$ cat src/pkg/nvs_pkg.sv
package nvs_pkg;

    localparam int CLK_PERIOD_NS      = 5;
    localparam int ADDR_W             = 15;
    localparam int DATA_W             = 8;
    localparam int SYNC_STAGES        = 2;
    localparam int CNT_W              = 32;

    // pin timing of the slowest speed grade, all least times
    localparam int READ_ACCESS_NS     = 45;
    localparam int WRITE_PULSE_NS     = 30;
    localparam int BUS_TURN_NS        = 15;
    localparam int HSB_PULSE_NS       = 15;
    localparam int ACCESS_DELAY_NS    = 1000;
    localparam int BUSY_ONSET_NS      = 300;
    localparam int RECOVER_NS         = 700;
    localparam int POWERUP_RECALL_US  = 550;
    localparam int SOFTWARE_RECALL_US = 550;
    localparam int STORE_CYCLE_MS     = 10;

    localparam int READ_ACCESS_CYC    = (READ_ACCESS_NS + CLK_PERIOD_NS - 1) / CLK_PERIOD_NS;
    localparam int WRITE_PULSE_CYC    = (WRITE_PULSE_NS + CLK_PERIOD_NS - 1) / CLK_PERIOD_NS;
    localparam int BUS_TURN_CYC       = (BUS_TURN_NS + CLK_PERIOD_NS - 1) / CLK_PERIOD_NS;
    localparam int HSB_PULSE_CYC      = (HSB_PULSE_NS + CLK_PERIOD_NS - 1) / CLK_PERIOD_NS;
    localparam int HSB_WAIT_CYC       = (ACCESS_DELAY_NS + BUSY_ONSET_NS + CLK_PERIOD_NS - 1) / CLK_PERIOD_NS;
    localparam int RECOVER_CYC        = (RECOVER_NS + CLK_PERIOD_NS - 1) / CLK_PERIOD_NS;
    localparam int POWERUP_RECALL_CYC = (POWERUP_RECALL_US * 1000 + CLK_PERIOD_NS - 1) / CLK_PERIOD_NS;
    localparam int SW_RECALL_CYC      = (SOFTWARE_RECALL_US * 1000 + CLK_PERIOD_NS - 1) / CLK_PERIOD_NS;
    localparam int STORE_CYCLE_CYC    = (STORE_CYCLE_MS * 1000000 + CLK_PERIOD_NS - 1) / CLK_PERIOD_NS;

    localparam logic [ADDR_W-1:0] SEQ_ADDR_0    = 15'h0E38;
    localparam logic [ADDR_W-1:0] SEQ_ADDR_1    = 15'h31C7;
    localparam logic [ADDR_W-1:0] SEQ_ADDR_2    = 15'h03E0;
    localparam logic [ADDR_W-1:0] SEQ_ADDR_3    = 15'h3C1F;
    localparam logic [ADDR_W-1:0] SEQ_ADDR_4    = 15'h303F;
    localparam logic [ADDR_W-1:0] SEQ_ADDR_STO  = 15'h0FC0;
    localparam logic [ADDR_W-1:0] SEQ_ADDR_RCL  = 15'h0C63;
    localparam logic [2:0]        SEQ_LAST      = 3'h5;

    typedef enum logic [2:0] {
        OP_READ      = 3'b000,
        OP_WRITE     = 3'b001,
        OP_SW_STORE  = 3'b010,
        OP_SW_RECALL = 3'b011,
        OP_HW_STORE  = 3'b100
    } nvs_op_t;

    typedef enum logic [3:0] {
        ST_POWERUP  = 4'b0000,
        ST_IDLE     = 4'b0001,
        ST_ACCESS   = 4'b0010,
        ST_GAP      = 4'b0011,
        ST_NV_WAIT  = 4'b0100,
        ST_HS_PULSE = 4'b0101,
        ST_HS_DELAY = 4'b0110,
        ST_HS_BUSY  = 4'b0111,
        ST_RECOVER  = 4'b1000
    } nvs_state_t;

    typedef struct packed {
        nvs_op_t           op;
        logic [ADDR_W-1:0] addr;
        logic [DATA_W-1:0] data;
    } nvs_cmd_t;

    typedef struct packed {
        logic              chip_sel_n;
        logic              out_en_n;
        logic              write_en_n;
        logic [ADDR_W-1:0] byte_address;
    } nvs_pins_t;

    localparam nvs_pins_t PINS_IDLE = '{chip_sel_n: 1'b1, out_en_n: 1'b1, write_en_n: 1'b1,
                                        byte_address: '0};

endpackage : nvs_pkg

$ cat src/hdl/nvs_host.sv
`timescale 1ns/1ps
// Contract
// - address set before write starts, held until chip-select or write-enable rises; here it is set on the same clock edge as write-enable falls.
// - output-enable kept high through every write.
// - software store: reads at 0E38,31C7,03E0,3C1F,303F,0FC0 in that order.
// - sequence uses chip-select controlled reads; output-enable may stay high.
// - software recall: same five reads then 0C63.
module nvs_host
    import nvs_pkg::*;
#(
    parameter int unsigned POWERUP_RECALL_CYCLES = nvs_pkg::POWERUP_RECALL_CYC,
    parameter int unsigned SW_RECALL_CYCLES      = nvs_pkg::SW_RECALL_CYC,
    parameter int unsigned STORE_CYCLES          = nvs_pkg::STORE_CYCLE_CYC
)
(
    input  wire logic                      clock_in,
    input  wire logic                      rst_in,
    input  wire logic                      cmd_valid_in,
    output logic                           cmd_ready_out,
    input  wire nvs_pkg::nvs_cmd_t         cmd_in,
    output logic                           rsp_valid_out,
    output logic [nvs_pkg::DATA_W-1:0]     rsp_data_out,
    output logic                           modified_out,
    output nvs_pkg::nvs_pins_t             pins_out,
    input  wire logic [nvs_pkg::DATA_W-1:0] shared_data_lines_in,
    output logic [nvs_pkg::DATA_W-1:0]     shared_data_lines_out,
    output logic                           shared_data_lines_oe_out,
    input  wire logic                      hw_store_busy_n_in,
    output logic                           hw_store_busy_n_out,
    output logic                           hw_store_busy_n_oe_out
);
    import nvs_pkg::*;

    nvs_state_t          state_q;
    logic [CNT_W-1:0]    cnt_q;
    nvs_op_t             op_q;
    logic [DATA_W-1:0]   wdata_q;
    logic [2:0]          seq_q;
    nvs_pins_t           pins_q;
    logic                dq_oe_q;
    logic                hsb_drive_q;
    logic                rsp_valid_q;
    logic [DATA_W-1:0]   rsp_data_q;
    logic                modified_q;
    logic                hsb_meta_q;
    logic                hsb_sync_q;
    logic [DATA_W-1:0]   dq_meta_q;
    logic [DATA_W-1:0]   dq_sync_q;
    logic                cnt_done;
    logic                accept;
    logic                is_seq;

    function automatic logic [ADDR_W-1:0] seq_addr(input logic [2:0] idx, input nvs_op_t op);
        logic [ADDR_W-1:0] a;
        case (idx)
            3'h0:    a = SEQ_ADDR_0;
            3'h1:    a = SEQ_ADDR_1;
            3'h2:    a = SEQ_ADDR_2;
            3'h3:    a = SEQ_ADDR_3;
            3'h4:    a = SEQ_ADDR_4;
            default: a = (op == OP_SW_STORE) ? SEQ_ADDR_STO : SEQ_ADDR_RCL;
        endcase
        return a;
    endfunction : seq_addr

    assign cnt_done      = (cnt_q == '0);
    assign is_seq        = (op_q == OP_SW_STORE) || (op_q == OP_SW_RECALL);
    // no new access while the store line is low, ours or the device's
    assign cmd_ready_out = (state_q == ST_IDLE) && hsb_sync_q;
    assign accept        = cmd_valid_in && cmd_ready_out;

    assign pins_out                 = pins_q;
    assign shared_data_lines_out    = wdata_q;
    assign shared_data_lines_oe_out = dq_oe_q;
    // open drain: only ever pulls low
    assign hw_store_busy_n_out      = 1'b0;
    assign hw_store_busy_n_oe_out   = hsb_drive_q;
    assign rsp_valid_out            = rsp_valid_q;
    assign rsp_data_out             = rsp_data_q;
    assign modified_out             = modified_q;

    always_ff @(posedge clock_in)
    begin
        if (rst_in)
        begin
            hsb_meta_q <= 1'b1;
            hsb_sync_q <= 1'b1;
            dq_meta_q  <= '0;
            dq_sync_q  <= '0;
        end
        else
        begin
            hsb_meta_q <= hw_store_busy_n_in;
            hsb_sync_q <= hsb_meta_q;
            dq_meta_q  <= shared_data_lines_in;
            dq_sync_q  <= dq_meta_q;
        end
    end

    always_ff @(posedge clock_in)
    begin
        if (rst_in)
        begin
            state_q     <= ST_POWERUP;
            cnt_q       <= '0;
            op_q        <= OP_READ;
            wdata_q     <= '0;
            seq_q       <= '0;
            pins_q      <= PINS_IDLE;
            dq_oe_q     <= 1'b0;
            hsb_drive_q <= 1'b0;
        end
        else
        begin
            if (cnt_q != '0)
            begin
                cnt_q <= cnt_q - 1'b1;
            end
            case (state_q)
                ST_POWERUP:
                begin
                    // first entry only: load the recall wait, then count it out
                    if (cnt_q == '0 && op_q == OP_READ && seq_q == '0 && !hsb_drive_q && !dq_oe_q)
                    begin
                        cnt_q   <= CNT_W'(POWERUP_RECALL_CYCLES - 1);
                        seq_q   <= 3'h7;
                    end
                    else if (cnt_done)
                    begin
                        seq_q   <= '0;
                        state_q <= ST_IDLE;
                    end
                end
                ST_IDLE:
                begin
                    if (!hsb_sync_q)
                    begin
                        state_q <= ST_HS_BUSY;
                    end
                    else if (accept)
                    begin
                        op_q    <= cmd_in.op;
                        wdata_q <= cmd_in.data;
                        seq_q   <= '0;
                        case (cmd_in.op)
                            OP_READ:
                            begin
                                pins_q  <= '{chip_sel_n: 1'b0, out_en_n: 1'b0, write_en_n: 1'b1,
                                             byte_address: cmd_in.addr};
                                cnt_q   <= CNT_W'(READ_ACCESS_CYC + SYNC_STAGES - 1);
                                state_q <= ST_ACCESS;
                            end
                            OP_WRITE:
                            begin
                                // address and data set with the falling edges, output-enable high
                                pins_q  <= '{chip_sel_n: 1'b0, out_en_n: 1'b1, write_en_n: 1'b0,
                                             byte_address: cmd_in.addr};
                                dq_oe_q <= 1'b1;
                                cnt_q   <= CNT_W'(WRITE_PULSE_CYC - 1);
                                state_q <= ST_ACCESS;
                            end
                            OP_SW_STORE, OP_SW_RECALL:
                            begin
                                pins_q  <= '{chip_sel_n: 1'b0, out_en_n: 1'b1, write_en_n: 1'b1,
                                             byte_address: SEQ_ADDR_0};
                                cnt_q   <= CNT_W'(READ_ACCESS_CYC - 1);
                                state_q <= ST_ACCESS;
                            end
                            OP_HW_STORE:
                            begin
                                hsb_drive_q <= 1'b1;
                                cnt_q       <= CNT_W'(HSB_PULSE_CYC - 1);
                                state_q     <= ST_HS_PULSE;
                            end
                            default:
                            begin
                                state_q <= ST_IDLE;
                            end
                        endcase
                    end
                end
                ST_ACCESS:
                begin
                    if (cnt_done)
                    begin
                        // chip-select rises with write-enable so either edge ends the cycle
                        pins_q.chip_sel_n <= 1'b1;
                        pins_q.out_en_n   <= 1'b1;
                        pins_q.write_en_n <= 1'b1;
                        cnt_q             <= CNT_W'(BUS_TURN_CYC - 1);
                        state_q           <= ST_GAP;
                    end
                end
                ST_GAP:
                begin
                    // data held one cycle past the rising edge for zero hold
                    dq_oe_q <= 1'b0;
                    if (cnt_done)
                    begin
                        if (is_seq && seq_q != SEQ_LAST)
                        begin
                            // back to back, nothing else may slip in between
                            seq_q   <= seq_q + 3'h1;
                            pins_q  <= '{chip_sel_n: 1'b0, out_en_n: 1'b1, write_en_n: 1'b1,
                                         byte_address: seq_addr(seq_q + 3'h1, op_q)};
                            cnt_q   <= CNT_W'(READ_ACCESS_CYC - 1);
                            state_q <= ST_ACCESS;
                        end
                        else if (is_seq)
                        begin
                            cnt_q   <= (op_q == OP_SW_STORE) ? CNT_W'(STORE_CYCLES - 1)
                                                             : CNT_W'(SW_RECALL_CYCLES - 1);
                            state_q <= ST_NV_WAIT;
                        end
                        else
                        begin
                            state_q <= ST_IDLE;
                        end
                    end
                end
                ST_NV_WAIT:
                begin
                    if (cnt_done)
                    begin
                        state_q <= ST_IDLE;
                    end
                end
                ST_HS_PULSE:
                begin
                    if (cnt_done)
                    begin
                        hsb_drive_q <= 1'b0;
                        cnt_q       <= CNT_W'(HSB_WAIT_CYC - 1);
                        state_q     <= ST_HS_DELAY;
                    end
                end
                ST_HS_DELAY:
                begin
                    if (cnt_done)
                    begin
                        state_q <= ST_HS_BUSY;
                    end
                end
                ST_HS_BUSY:
                begin
                    if (hsb_sync_q)
                    begin
                        cnt_q   <= CNT_W'(RECOVER_CYC - 1);
                        state_q <= ST_RECOVER;
                    end
                end
                ST_RECOVER:
                begin
                    if (!hsb_sync_q)
                    begin
                        state_q <= ST_HS_BUSY;
                    end
                    else if (cnt_done)
                    begin
                        state_q <= ST_IDLE;
                    end
                end
                default:
                begin
                    state_q <= ST_IDLE;
                end
            endcase
        end
    end

    // response: one pulse per accepted command of a defined op, and one per busy entered from idle while op_q is still OP_HW_STORE; read data from the synced bus
    always_ff @(posedge clock_in)
    begin
        if (rst_in)
        begin
            rsp_valid_q <= 1'b0;
            rsp_data_q  <= '0;
        end
        else
        begin
            rsp_valid_q <= 1'b0;
            if (state_q == ST_ACCESS && cnt_done && op_q == OP_READ)
            begin
                rsp_data_q <= dq_sync_q;
            end
            if ((state_q == ST_GAP && cnt_done && !is_seq)
                || (state_q == ST_NV_WAIT && cnt_done)
                || (state_q == ST_RECOVER && hsb_sync_q && cnt_done && op_q == OP_HW_STORE))
            begin
                rsp_valid_q <= 1'b1;
            end
        end
    end

    // mirror of the device's modified flag
    always_ff @(posedge clock_in)
    begin
        if (rst_in)
        begin
            modified_q <= 1'b0;
        end
        else if (state_q == ST_ACCESS && cnt_done && op_q == OP_WRITE)
        begin
            modified_q <= 1'b1;
        end
        else if ((state_q == ST_NV_WAIT && cnt_done)
                 || (state_q == ST_RECOVER && hsb_sync_q && cnt_done))
        begin
            // a skipped store leaves it clear anyway, so clearing is safe
            modified_q <= 1'b0;
        end
    end

endmodule : nvs_host

$ cat config.mk
export PLATFORM = sky130hd
export DESIGN_NAME = nvs_host
export DESIGN_NICKNAME = d
export VERILOG_FILES = /design/src/pkg/nvs_pkg.sv /design/src/hdl/nvs_host.sv
export SDC_FILE = /design/constraint.sdc
export NUM_CORES = 1
export LEC_CHECK = 0
export BUFFER_PORTS_ARGS = -buffer_cell sky130_fd_sc_hd__buf_4
export CAP_MARGIN = 40
export CORE_ASPECT_RATIO = 0.9
export CORE_MARGIN = 2
export CORE_UTILIZATION = 53
export DETAILED_ROUTE_END_ITERATION = 8
export GPL_ROUTABILITY_DRIVEN = 0
export PLACE_DENSITY = 0.75
export SLEW_MARGIN = 20
export SYNTH_ARGS = -nofsm -noshare
export SYNTH_HDL_FRONTEND = slang
export SYNTH_SLANG_ARGS = --single-unit
$ cat constraint.sdc
create_clock -name clock_in -period 3.2 [get_ports clock_in]
set_input_delay 0.16 -clock clock_in [delete_from_list [all_inputs] [get_ports clock_in]]
set_output_delay 0.16 -clock clock_in [all_outputs]
set_load 0.05 [all_outputs]
==> flow_metrics.env <==
export IMPL_outcome="complete, no violations"
export IMPL_synth_enable_flop_cells=0
export IMPL_drt_wl_total_mm=13.1
export IMPL_grt_usage_pct=25.7
export IMPL_syn_inst=603
export IMPL_seqCellArea_sq_um=1960
export IMPL_clk_pin_slew_ns=0.11
export IMPL_initialDrtViolationCount=620
export IMPL_die_w_um=106
export IMPL_dp_final_hpwl_mm=9.42
export IMPL_place_inst=789
export IMPL_worstSetupStartpointType="flop"
export IMPL_synth_commonest_cells="dfxtp_1 (98), nor2_1 (78), nand2_1 (64)"
export IMPL_slew_viol_final=0
export IMPL_use_met1_pct=36.0
export IMPL_tritoncts="done"
export IMPL_fin_skew_ns=0.0131
export IMPL_numCtsBuffers=9
export IMPL_detail_route_wl_per_cell_um=16.0
export IMPL_ys_flop_type="dfxtp_1"
export IMPL_die_h_um=95.9
export IMPL_rr_worst_depth=10
export IMPL_postCtsSetupRepairBufs=0
export IMPL_min_path_type="in -> reg"
export IMPL_cts_buffer_depth=2
export IMPL_grt_busiest_layer="met2"
export IMPL_ys_seq_area_share_pct=39.5
export IMPL_cts_root_buf="clkbuf_8"
export IMPL_io_pins=78
export IMPL_antenna_found_initial=0
export IMPL_cap_violations=0
export IMPL_initial_utilization_pct=54.5
export IMPL_p_leak_nw=2.40
export IMPL_fill_cells=789
export IMPL_core_area_sq_um=9130
export IMPL_area_delta_synth_final_pct=20.8
export IMPL_postSynthAreaPerCell_sq_um=8.24
export IMPL_min_path_cells=3
export IMPL_numPortBuffers=76
export IMPL_via_per_inst=5.86
export IMPL_ys_async_sr_fraction_pct=0
export IMPL_power_net_switching_mw=2.82
export IMPL_layout_cells_non_filler=815
export IMPL_ys_ff_latch=98
export IMPL_synth_most_common_cell="dfxtp_1"
export IMPL_combPwrFrac_pct=58.0
export IMPL_finalCritPeriodShare_pct=86.7
export IMPL_netlist_area_sq_um=4970
export IMPL_synth_area_top_cells="dfxtp_1 (39%), nor2_1 (5.9%), nand2_1 (4.8%)"
export IMPL_criticalPathCategory="reg -> reg"
export IMPL_synth_top_area_share_pct=39.5
export IMPL_crit_path_end_kind="flop"
export IMPL_grt_ovfl_total=0
export IMPL_ys_warn_count=0
export IMPL_tightest_slew_ns=0.795
export IMPL_drc_errors=0
export IMPL_vias=4778
export IMPL_grt_pass1_wl_mm=20.9
export IMPL_clock_sinks=98
export IMPL_min_period_ns=2.78
export IMPL_grt_met3_usage_pct=7.04
export IMPL_pwr_share_clk_pct=13.6
export IMPL_synth_nets=649
export IMPL_drtAntennaViolNets=0
export IMPL_ir_worst_vdd_mv=0.599
export IMPL_maxSlewHeadroom_pct=47.0
export IMPL_multi_input_area_sq_um=2800
export IMPL_setup_tns_ns=0
export IMPL_holdBufCountCts=8
export IMPL_drive_above_1_share_pct=20.1
export IMPL_max_freq_mhz=360
export IMPL_diodes=0
export IMPL_dieArea_sq_um=10200
export IMPL_synth_top_cell_by_area="dfxtp_1"
export IMPL_required_ns=3.45
export IMPL_hold_viol_final=0
export IMPL_power_density_nw_per_um2=980
export IMPL_htreeDepth=3
export IMPL_first_pass_iters=6
export IMPL_pwr_share_seq_pct=28.4
export IMPL_critPathMaxFanout=9
export IMPL_ys_types=72
export IMPL_cts_repair_resized=0
export IMPL_rows=33
export IMPL_rsz0062_at_grt="false"
export IMPL_use_met2_pct=39.5
export IMPL_p_int_mw=3.06
export IMPL_final_nets=734
export IMPL_grt_max_degree=84
export IMPL_clkLatencyLatePin_ns=0.38
export IMPL_swShare_pct=48.0
export IMPL_cp_arrival_ns=3.03
export IMPL_grt_pass1_vias=4220
export IMPL_finalSetupViolCount=0
[registers in the layout, indices dropped and copies added (netlist names)]
register and flops:
cnt_q 32, shared_data_lines_out 8, rsp_data_out 8, shared_data_lines_oe_out 1
state_q 4, pins_out 18, hw_store_busy_n_oe_out 1, hsb_sync_q 1
modified_out 1, dq_sync_q 8, seq_q 3, hsb_meta_q 1
dq_meta_q 8, op_q 3, rsp_valid_out 1
[cell families after synthesis]
group	count (synthesis)	share of synthesized area (%)
adder cells (fa/ha/maj)	8	2.01
AND/OR/NAND/NOR	278	29.0
AO/OA/AOI/OAI	139	19.3
multiplexers	10	2.06
buffers and inverters	47	4.23
other	1	0.0754
flip-flops	98	39.5
XOR/XNOR	22	3.88
[placed cells by master (no fill, tap or decap), types with 6 or more instances in the layout]
master and n:
dfxtp_1 98, xnor2_1 15, o211ai_1 9, clkbuf_8 9
o21ai_0 20, mux2i_1 8, a21oi_1 40, nand2b_1 7
or3_1 11, a211oi_1 20, dlygate4sd3_1 9, nor3_1 25
buf_4 97, nor2b_1 22, xor2_1 7, nand2_1 64
a221oi_1 8, nor4_1 16, nand4_1 6, inv_1 13
nand3_1 13, ha_1 8, or2_2 6, nor2_1 78
[routing by layer]
| layer | up-vias | share of wire [%] |
|---|---|---|
| li1 | 2341 | - |
| met1 | 2218 | 45 |
| met2 | 203 | 44 |
| met3 | 16 | 9.3 |
| met4 | 0 | 1.3 |
| met5 | - | 0 |
[power by group through the flow]
stage	clock network [mW]	registers, mW	logic [mW]
floorplan	0	1.71	2.41
global placement	0	1.68	3.24
detailed placement	0	1.69	3.30
CTS	0.812	1.67	3.33
global route	0.858	1.71	3.71
finish	0.800	1.67	3.41
[final cells by class]
class | instances | share of cell area, %
Tap cell | 122 | 2.54
Timing Repair Buffer | 107 | 14.1
Inverter | 14 | 0.875
Sequential cell | 98 | 32.7
Clock buffer | 9 | 2.06
Multi-Input combinational cell | 458 | 46.6
Clock inverter | 7 | 1.17
[worst max-delay path: stages, from the launching register on]
cell,delay [ns]
dfxtp_1,0.36
inv_1,0.09
ha_1,0.17
nand2b_1,0.22
or4_1,0.49
nor4_1,0.36
inv_1,0.12
ha_1,0.33
nand2_1,0.06
a221oi_1,0.29
a41oi_1,0.16
[metrics by stage]
stage	power (mW)	instance area [sq um]	utilization, %	worst slack (ns)	hold slack [ns]
after floorplan	4.12	4970	-	0.459	0.264
after global placement	4.92	5690	62.4	0.573	0.349
after detailed placement	4.99	5690	62.4	0.427	0.348
after CTS	5.80	5970	65.4	0.402	0.00107
after global routing	6.27	6010	65.8	0.189	0.0123
final	5.88	6010	65.8	0.424	0.0160
[final timing paths]
path	start	slack [ns]	to
worst min-delay path	cmd_in[5]	0.02	shared_data_lines_out[5]
worst min register to register	hsb_meta_q	0.42	hsb_sync_q
worst max register to register	cnt_q[0]	0.42	cnt_q[0]
worst max-delay path	cnt_q[0]	0.42	cnt_q[0]
Power figures use the tool's default switching activity.
